## config.mk

```make
export PLATFORM = sky130hd
export DESIGN_NAME = rfo_converter
export DESIGN_NICKNAME = d
export VERILOG_FILES = /design/src/core/rfo_pkg.sv /design/src/core/rfo_converter.sv
export VERILOG_INCLUDE_DIRS = /design/src /design/src/core
export SDC_FILE = /design/constraint.sdc
export NUM_CORES = 1
export LEC_CHECK = 0
export BUFFER_PORTS_ARGS = -buffer_cell sky130_fd_sc_hd__buf_4
export CORE_AREA = 2 2 106 108
export CTS_CLUSTER_SIZE = 14
export DETAILED_ROUTE_END_ITERATION = 12
export DIE_AREA = 0 0 108 110
export PLACE_DENSITY = 0.72
export SETUP_SLACK_MARGIN = 0.3
export SYNTH_ARGS = -nofsm -noshare
export SYNTH_HDL_FRONTEND = slang
export SYNTH_SLANG_ARGS = --single-unit
```

## constraint.sdc

```tcl
create_clock -name mclk -period 4.2 [get_ports mclk]
set_input_delay 1.05 -clock mclk [delete_from_list [all_inputs] [get_ports mclk]]
set_output_delay 1.05 -clock mclk [all_outputs]
set_load 0.01 [all_outputs]
```

## src/core/rfo_defines.svh

```systemverilog
// constants of the oscillation counter converter: register indices, field positions, resets
// assumes inclusion by the package and the bench top module only
`ifndef RFO_DEFINES_SVH
`define RFO_DEFINES_SVH

// register indices on the plain register port
`define RFO_ADDR_W      3
`define RFO_CTL_IDX     3'h0
`define RFO_TRG_IDX     3'h1
`define RFO_FLAG_IDX    3'h2
`define RFO_EN_IDX      3'h3
`define RFO_MCL_IDX     3'h4
`define RFO_MCH_IDX     3'h5
`define RFO_TBL_IDX     3'h6
`define RFO_TBH_IDX     3'h7

// control register fields
`define RFO_CTL_EN_BIT    0
`define RFO_CTL_MODE_LSB  4
`define RFO_CTL_FREE_BIT  7
`define RFO_CTL_HALF_BIT  8
`define RFO_MODE_AC       2'h1

// trigger register fields
`define RFO_TRG_REF_BIT   0
`define RFO_TRG_SNA_BIT   1
`define RFO_TRG_SNB_BIT   2

// flag and enable fields
`define RFO_F_REF   0
`define RFO_F_TOVF  1
`define RFO_F_SNA   2
`define RFO_F_SNB   3
`define RFO_F_MOVF  4
`define RFO_NFLAG   5

// widths and reset values
`define RFO_DATA_W    16
`define RFO_CNT_W     24
`define RFO_CNT_RST   24'h000000
`define RFO_FLAG_RST  5'h00

`endif

```

## src/core/rfo_pkg.sv

```systemverilog
// types of the oscillation counter converter
// assumes rfo_defines.svh is on the include path
package rfo_pkg;
  `include "rfo_defines.svh"

  typedef enum logic [1:0] {OSC_IDLE, OSC_REF, OSC_SNA, OSC_SNB} rfo_osc_e;

  typedef logic [`RFO_CNT_W-1:0] rfo_cnt_t;

  typedef struct packed {
    rfo_osc_e                 mode;
    rfo_cnt_t                 mc;
    rfo_cnt_t                 tc;
    logic [`RFO_NFLAG-1:0]    flags;
    logic [`RFO_NFLAG-1:0]    en;
    logic                     blockEn;
    logic [1:0]               oscMode;
    logic                     freeRun;
    logic                     monHalve;
    logic                     oscPrev;
    logic                     tbPrev;
    logic                     monDiv;
    logic                     monOut;
    logic                     irq;
    logic [`RFO_DATA_W-1:0]   rdata;
  } rfo_state_s;
endpackage

```

## src/core/rfo_converter.sv

```systemverilog
// counting and sequencing core of one resistance-to-frequency converter channel
// assumes osc and time base clocks arrive as levels synchronous to mclk, no faster than mclk/2
//
// Summary of operation
// (RULE_01) measurement counter is 24-bit, counts up on osc clock, software presettable
// (RULE_02) time base counter is 24-bit, presettable, counts up during reference oscillation
// (RULE_03) during sensor oscillation time base counts down, ends oscillation at zero
// (RULE_04) writing reference start begins reference run, time base starts from zero
// (RULE_05) either counter wrapping during reference run clears its start bit and stops
// (RULE_06) measurement wrap in reference run sets reference done flag
// (RULE_07) time base wrap in reference run sets time base overflow flag
// (RULE_08) writing a sensor start begins sensor run, measurement counter starts at zero
// (RULE_09) sensor run stops at time base zero or measurement wrap, clearing its start bit
// (RULE_10) time base zero sets done flag of the active sensor
// (RULE_11) measurement wrap in sensor run sets measurement overflow flag
// (RULE_12) writing zero to the running start bit aborts, counters hold their values
// (RULE_13) free run ignores all automatic stops until software clears the start bit
// (RULE_14) monitor pin carries osc clock while converting, halved when selected
// (RULE_15) measurement counter follows osc clock, time base counter follows time base clock
// (RULE_16) software presets measurement counter and zeroes time base before reference run
// (RULE_17) software clears the relevant flags by writing one before each run
// (RULE_18) in AC mode software uses sensor A start, not sensor B
// (RULE_19) software reads running counters twice and accepts matching values
// (RULE_20) after an abort software reinitialises counters before a new run
// (RULE_21) software may save and restore time base count to skip reference runs
// (RULE_22) interrupt request only for a set flag whose enable is one
// (RULE_23) in AC mode a sensor B start write is ignored
// (RULE_24) start bits read one while their oscillation runs, zero when stopped
// (RULE_25) channel runs only while block enable is one, clearing it halts conversion
// (RULE_26) only one oscillation at a time, starts during an active run are ignored
`timescale 1ns/10ps
module rfo_converter
  import rfo_pkg::*;
#(
  parameter int CNT_W = `RFO_CNT_W
) (
  input  wire logic                    mclk,
  input  wire logic                    rst_b,
  input  wire logic [`RFO_ADDR_W-1:0]  busAddr,
  input  wire logic [`RFO_DATA_W-1:0]  busWdata,
  input  wire logic                    busWr,
  input  wire logic                    busRd,
  output logic      [`RFO_DATA_W-1:0]  busRdata,
  input  wire logic                    oscClk,
  input  wire logic                    timebaseClk,
  output logic                         monitorOutPin,
  output logic                         irqReq,
  output logic                         blockEnable
);

  // the struct and register split only serve a 24-bit counter
  if (CNT_W != `RFO_CNT_W) begin : g_chk
    $error("rfo_converter: CNT_W must equal 24");
  end

  localparam rfo_cnt_t CNT_MAX = '1;
  localparam rfo_cnt_t CNT_ONE = 24'h000001;

  rfo_state_s s_r;
  rfo_state_s s_nxt;
  logic       oscRise;
  logic       tbRise;
  logic       running;
  logic       mcWrap;
  logic       tcWrap;
  logic       tcZero;
  logic [`RFO_NFLAG-1:0] evSet;
  logic [`RFO_NFLAG-1:0] evClr;
  logic       trgWr;

  // read multiplexer for the register port
  function automatic logic [`RFO_DATA_W-1:0] regRead(input rfo_state_s s,
                                                     input logic [`RFO_ADDR_W-1:0] a);
    logic [`RFO_DATA_W-1:0] d;
    d = 16'h0000;
    case (a)
      `RFO_CTL_IDX:
      begin
        d[`RFO_CTL_EN_BIT] = s.blockEn;
        d[`RFO_CTL_MODE_LSB +: 2] = s.oscMode;
        d[`RFO_CTL_FREE_BIT] = s.freeRun;
        d[`RFO_CTL_HALF_BIT] = s.monHalve;
      end
      `RFO_TRG_IDX:
      begin
        d[`RFO_TRG_REF_BIT] = (s.mode == OSC_REF); // RULE_24
        d[`RFO_TRG_SNA_BIT] = (s.mode == OSC_SNA); // RULE_24
        d[`RFO_TRG_SNB_BIT] = (s.mode == OSC_SNB); // RULE_24
      end
      `RFO_FLAG_IDX: d[`RFO_NFLAG-1:0] = s.flags;
      `RFO_EN_IDX:   d[`RFO_NFLAG-1:0] = s.en;
      `RFO_MCL_IDX:  d = s.mc[15:0];
      `RFO_MCH_IDX:  d[7:0] = s.mc[23:16];
      `RFO_TBL_IDX:  d = s.tc[15:0];
      `RFO_TBH_IDX:  d[7:0] = s.tc[23:16];
      default:       d = 16'h0000;
    endcase
    return d;
  endfunction

  // edge enables of the two counting clocks and stop events
  assign oscRise = oscClk & ~s_r.oscPrev; // RULE_15
  assign tbRise  = timebaseClk & ~s_r.tbPrev; // RULE_15
  assign running = (s_r.mode != OSC_IDLE) && s_r.blockEn;
  assign mcWrap  = running && oscRise && (s_r.mc == CNT_MAX);
  assign tcWrap  = running && (s_r.mode == OSC_REF) && tbRise && (s_r.tc == CNT_MAX);
  assign tcZero  = running && (s_r.mode != OSC_REF) && tbRise && (s_r.tc == CNT_ONE);
  assign trgWr   = busWr && (busAddr == `RFO_TRG_IDX);
  assign evClr   = (busWr && busAddr == `RFO_FLAG_IDX) ? busWdata[`RFO_NFLAG-1:0] : 5'h00;

  // hardware flag events, one bit per termination cause
  always_comb
  begin
    evSet = `RFO_FLAG_RST;
    evSet[`RFO_F_REF]  = (s_r.mode == OSC_REF) && mcWrap; // RULE_06
    evSet[`RFO_F_TOVF] = tcWrap; // RULE_07
    evSet[`RFO_F_SNA]  = (s_r.mode == OSC_SNA) && tcZero; // RULE_10
    evSet[`RFO_F_SNB]  = (s_r.mode == OSC_SNB) && tcZero; // RULE_10
    evSet[`RFO_F_MOVF] = (s_r.mode != OSC_REF) && mcWrap; // RULE_11
    // a free run never ends by itself, so no termination flag is raised
    if (s_r.freeRun)
      evSet = `RFO_FLAG_RST; // RULE_13
  end

  // next state: counting, automatic stop, register writes, trigger control
  always_comb
  begin
    s_nxt = s_r;
    s_nxt.oscPrev = oscClk;
    s_nxt.tbPrev  = timebaseClk;
    if (running)
    begin
      if (oscRise)
        s_nxt.mc = s_r.mc + CNT_ONE; // RULE_01
      if (tbRise && s_r.mode == OSC_REF)
        s_nxt.tc = s_r.tc + CNT_ONE; // RULE_02
      else if (tbRise)
        s_nxt.tc = s_r.tc - CNT_ONE; // RULE_03
      if (!s_r.freeRun && (mcWrap || tcWrap || tcZero)) // RULE_13
        s_nxt.mode = OSC_IDLE; // RULE_05 RULE_09
    end
    // set wins over a clear in the same cycle
    s_nxt.flags = (s_r.flags & ~evClr) | evSet;
    if (busWr)
    begin
      case (busAddr)
        `RFO_CTL_IDX:
        begin
          s_nxt.blockEn  = busWdata[`RFO_CTL_EN_BIT];
          s_nxt.oscMode  = busWdata[`RFO_CTL_MODE_LSB +: 2];
          s_nxt.freeRun  = busWdata[`RFO_CTL_FREE_BIT];
          s_nxt.monHalve = busWdata[`RFO_CTL_HALF_BIT];
        end
        `RFO_EN_IDX:  s_nxt.en = busWdata[`RFO_NFLAG-1:0];
        `RFO_MCL_IDX: s_nxt.mc[15:0] = busWdata; // RULE_01
        `RFO_MCH_IDX: s_nxt.mc[23:16] = busWdata[7:0]; // RULE_01
        `RFO_TBL_IDX: s_nxt.tc[15:0] = busWdata; // RULE_02
        `RFO_TBH_IDX: s_nxt.tc[23:16] = busWdata[7:0]; // RULE_02
        default: ;
      endcase
    end
    // start only from idle, abort only through the running start bit
    if (trgWr && s_r.mode == OSC_IDLE && s_r.blockEn) // RULE_26
    begin
      if (busWdata[`RFO_TRG_REF_BIT])
      begin
        s_nxt.mode = OSC_REF; // RULE_04
        s_nxt.tc   = `RFO_CNT_RST; // RULE_04
      end
      else if (busWdata[`RFO_TRG_SNA_BIT])
      begin
        s_nxt.mode = OSC_SNA; // RULE_08
        s_nxt.mc   = `RFO_CNT_RST; // RULE_08
      end
      else if (busWdata[`RFO_TRG_SNB_BIT] && s_r.oscMode != `RFO_MODE_AC) // RULE_23
      begin
        s_nxt.mode = OSC_SNB; // RULE_08
        s_nxt.mc   = `RFO_CNT_RST; // RULE_08
      end
    end
    else if (trgWr && s_r.mode != OSC_IDLE)
    begin
      if ((s_r.mode == OSC_REF && !busWdata[`RFO_TRG_REF_BIT]) ||
          (s_r.mode == OSC_SNA && !busWdata[`RFO_TRG_SNA_BIT]) ||
          (s_r.mode == OSC_SNB && !busWdata[`RFO_TRG_SNB_BIT]))
        s_nxt.mode = OSC_IDLE; // RULE_12
    end
    if (!s_nxt.blockEn)
      s_nxt.mode = OSC_IDLE; // RULE_25
    // monitor output and its divide-by-two stage
    if (s_nxt.mode == OSC_IDLE)
      s_nxt.monDiv = 1'b0;
    else if (oscRise)
      s_nxt.monDiv = ~s_r.monDiv;
    s_nxt.monOut = (s_nxt.mode != OSC_IDLE) &&
                   (s_r.monHalve ? s_nxt.monDiv : oscClk); // RULE_14
    s_nxt.irq = |(s_nxt.flags & s_nxt.en); // RULE_22
    s_nxt.rdata = busRd ? regRead(s_r, busAddr) : 16'h0000;
  end

  // single state register
  always_ff @(posedge mclk or negedge rst_b)
  begin
    if (!rst_b)
    begin
      s_r <= '{mode: OSC_IDLE, mc: `RFO_CNT_RST, tc: `RFO_CNT_RST, flags: `RFO_FLAG_RST,
               en: `RFO_FLAG_RST, oscMode: 2'h0, rdata: 16'h0000, default: 1'b0};
    end
    else
    begin
      s_r <= s_nxt;
    end
  end

  // outputs straight from the state register
  assign busRdata      = s_r.rdata;
  assign monitorOutPin = s_r.monOut;
  assign irqReq        = s_r.irq;
  assign blockEnable   = s_r.blockEn;
endmodule // rfo_converter

```

==> metrics.md <==
| Metric | Value |
|---|---|
| DP Wirelength | `11,900 um` |
| Synth Cell Area | `5730 um2` |
| # diodes | `0` |
| Netlist cell types | `72` |
| WHS Path Cells | `1` |
| Final Cycle Share | `65.9%` |
| Sum Neg Setup Slack | `0 ns` |
| Worst flop-to-flop path endpoint | `irqReq` |
| Min-Delay Endpoint | `s_r[28]` |
| Unrepaired setup endpoints after global routing | `false` |
| Max-slew violation count | `0` |
| Mapped Cells | `646` |
| Vias in the first global route | `approximately 4,900` |
| First-pass GRT wire length | `26,500 um` |
| WS Path Type | `flop to flop` |
| Post-CTS Hold Fix Bufs | `0` |
| Outcome | `completed` |
| Vias | `5,096` |
| Port Buffers | `43` |
| Total wire length | `16,600 um` |
| Placed Cells | `773` |
| Count of boundary I/O pins | `44` |
| Reg-to-reg slack, setup | `1.43 ns` |
| Sequential area share after synthesis | `37.6%` |
| Core ar. | `between 10,000 and 15,000 um2` |
| CTS Sinks | `86` |
| Share of layout cells above drive strength 1 | `15.1%` |
| Postcts setup bufs | `0` |
| CTS Buf Count | `9` |
| FMAX | `361 MHz` |
| Starting DRT DRC Count | `approximately 540` |
| CTS tree | `built` |
| HP Start | `s_r[28]` |
| Predominant post-synthesis flop cell | `dfrtp_1` |
| Initial antenna violation count | `0` |
| Top layer in use | `met4` |
| Flops & latches, synth | `86` |
| Die area | `11,900 um2` |
| Reg clk slew, reported paths | `about 0.08 ns` |
| DIE WIDTH | `108 um` |
| H-tree levels | `3` |
| DRT Pass-1 Iters | `5` |
| Setup Viol. Count Final | `0` |
| HP Class | `flop to flop` |
| Die height | `110 um` |
| Fin nets | `673` |
| DRT antenna net count | `0` |
| Yosys warns | `0` |
| Largest net degree at the start of global routing | `87` |
| EDFF count, synth | `0` |
| Fin util | `57.3%` |
| M1 WL | `6980 um` |
| Worst Path Arrival | `3.09 ns` |
| Detail Route met3 WL | `1530 um` |
| Post-synth net total | `675` |
| Routed length per instance | `21.1 um` |
| Worst Reg2Reg Path Length in Cells | `6` |
| CP Max Fanout | `19` |
| Worst-Skew Late Latency | `0.40 ns` |
| Reg2reg start | `s_r[85]` |
| Post-CTS sizing | `0` |
| Mean Syn Cell Area | `8.86 um2` |
| CTS Buffer Depth | `2` |
| Final hold vios | `0` |
| Root buffer cell | `clkbuf_8` |
| Initial Utilization | `53.5%` |
| Startpoint types | `flop` |
| Total Routing Usage GR | `29.9%` |
| Maximum capacitance violations | `0` |
| Relative slew slack | `25.2%` |
| Leakage power | `2.43 nW` |
| Non-Filler Instances | `a little under 800` |
| Grt total ovfl | `0` |
| Maximum VDD drop | `0.309 mV` |
| Post-synth ARST share | `100%` |
| Worst Setup End Kind | `flop` |
| Num rows | `38` |
| GPL Wtd Cong | `0.963` |
| Min cycle time layout | `2.77 ns` |
| Worst Max-Slew Pin Slew | `1.12 ns` |
| DRC viols | `0` |
| Area grow syn2layout | `7.04%` |
| Met2 Wirelength | `~7600 um` |
| Worst Skew | `0.0158 ns` |
| Worst EP required | `4.52 ns` |
| Vias per Instance | `6.46` |
| Pwr per Cell Area | `408 nW/um2` |
## sequential cells by signal, indices dropped and copies added (netlist names)
| register | flops |
|---|---|
| busRdata | 16 |
| monitorOutPin | 1 |
| irqReq | 1 |
| blockEnable | 1 |
| s_r | 67 |
## logic make-up after synthesis
family	synth area share (%)
buf+inv	6.86
xor+xnor	7.34
flops	37.6
simple gates	22.9
fa+ha+maj	0.874
mux	7.45
compound gates	17.0
## layer usage
metal | track usage (%) | vias to the layer above
met3 | 7.58 | 49
met5 | 0 | -
li1 | - | 2314
met2 | 45.6 | 272
met4 | 11.4 | 0
met1 | 41.3 | 2461
## synth_stat cells (all sizes together) (5+ instances only)
library cell  count  share of area [%]
and3              9               0.98
nand2b            6               0.66
xor2             31                4.7
a21oi            35                3.1
mux2              7                1.4
buf              39                4.2
o21ai            51                4.5
nand2            47                3.1
nor2             61                4.0
o211ai            5               0.66
a211oi           26                3.7
or3               7               0.85
nand3            27                2.4
inv              17                1.1
nor4             14                2.0
clkbuf           23                1.5
dfrtp            86                 38
mux4              7                2.8
nor3             16                1.5
or2               5               0.55
xnor2            17                2.6
nand4            17                2.0
mux2i            19                3.3
nor2b            10                1.1
## worst max path at each step
stage	startpoint	cells past startpoint	endpoint
finish	s_r[85]	6	irqReq
global route	s_r[85]	6	irqReq
CTS	s_r[85]	6	irqReq
detailed placement	busAddr[1]	7	irqReq
global placement	oscClk	7	irqReq
floorplan	busAddr[0]	7	irqReq
## cell type report
class,count,area (um2)
clock inverters,6,45.0
fillers,958,4570
repair buffers,49,368
flip-flops and latches,86,2150
multi-input cells,481,3190
inverters,17,63.8
well taps,140,175
clock buffers,10,138
## cells in the final DEF (no fill, tap or decap), types with 3 or more instances in the layout
cell type   instances
a211oi_1           23
o22ai_1             4
and2_1              3
xnor2_1            17
nand3b_1            3
clkbuf_8           10
o211ai_1            5
inv_1              17
and3_1              9
nor3_1             15
nor2_1             61
a211oi_2            3
ha_1                4
nor3b_1             3
xor2_1             31
nand4bb_1           3
a22oi_1             4
nand2_1            47
mux2i_1            19
o21ai_1             9
nand2b_1            6
nor4_1             11
a21o_1              3
nor2b_1            10
clkinvlp_4          3
buf_4              49
a21oi_1            35
or2_2               4
and4_1              3
or3_1               6
mux2_2              7
o21ai_0            42
nand3_1            26
mux4_2              7
dfrtp_1            86
nand4_1            16
## where the power goes
group	leakage (nW)	total (mW)	switching, mW	internal (mW)
Combinational	1.31	0.637	0.322	0.316
Clock	0.0849	0.562	0.329	0.233
Sequential	1.04	1.30	0.318	0.984
## critical path: stages (launching register included)
cell       delay (ns)
dfrtp_1          0.74
o21a_1           0.44
nand4_1          0.25
nor3_2           0.53
nand3_1          0.18
a2111oi_0        0.38
or3_1            0.18
## per-stage QoR
stage	total power [mW]	cell area [um2]	hold WS [ns]	worst slack, ns
floorplan	1.71	5730	0.488	1.64
global placement	1.92	5950	0.528	1.22
detailed placement	1.93	5950	0.536	1.18
finish	2.50	6130	0.560	1.43
global route	2.64	6130	0.580	1.35
CTS	2.49	6130	0.556	1.50
(Power assumes the default switching activity.)
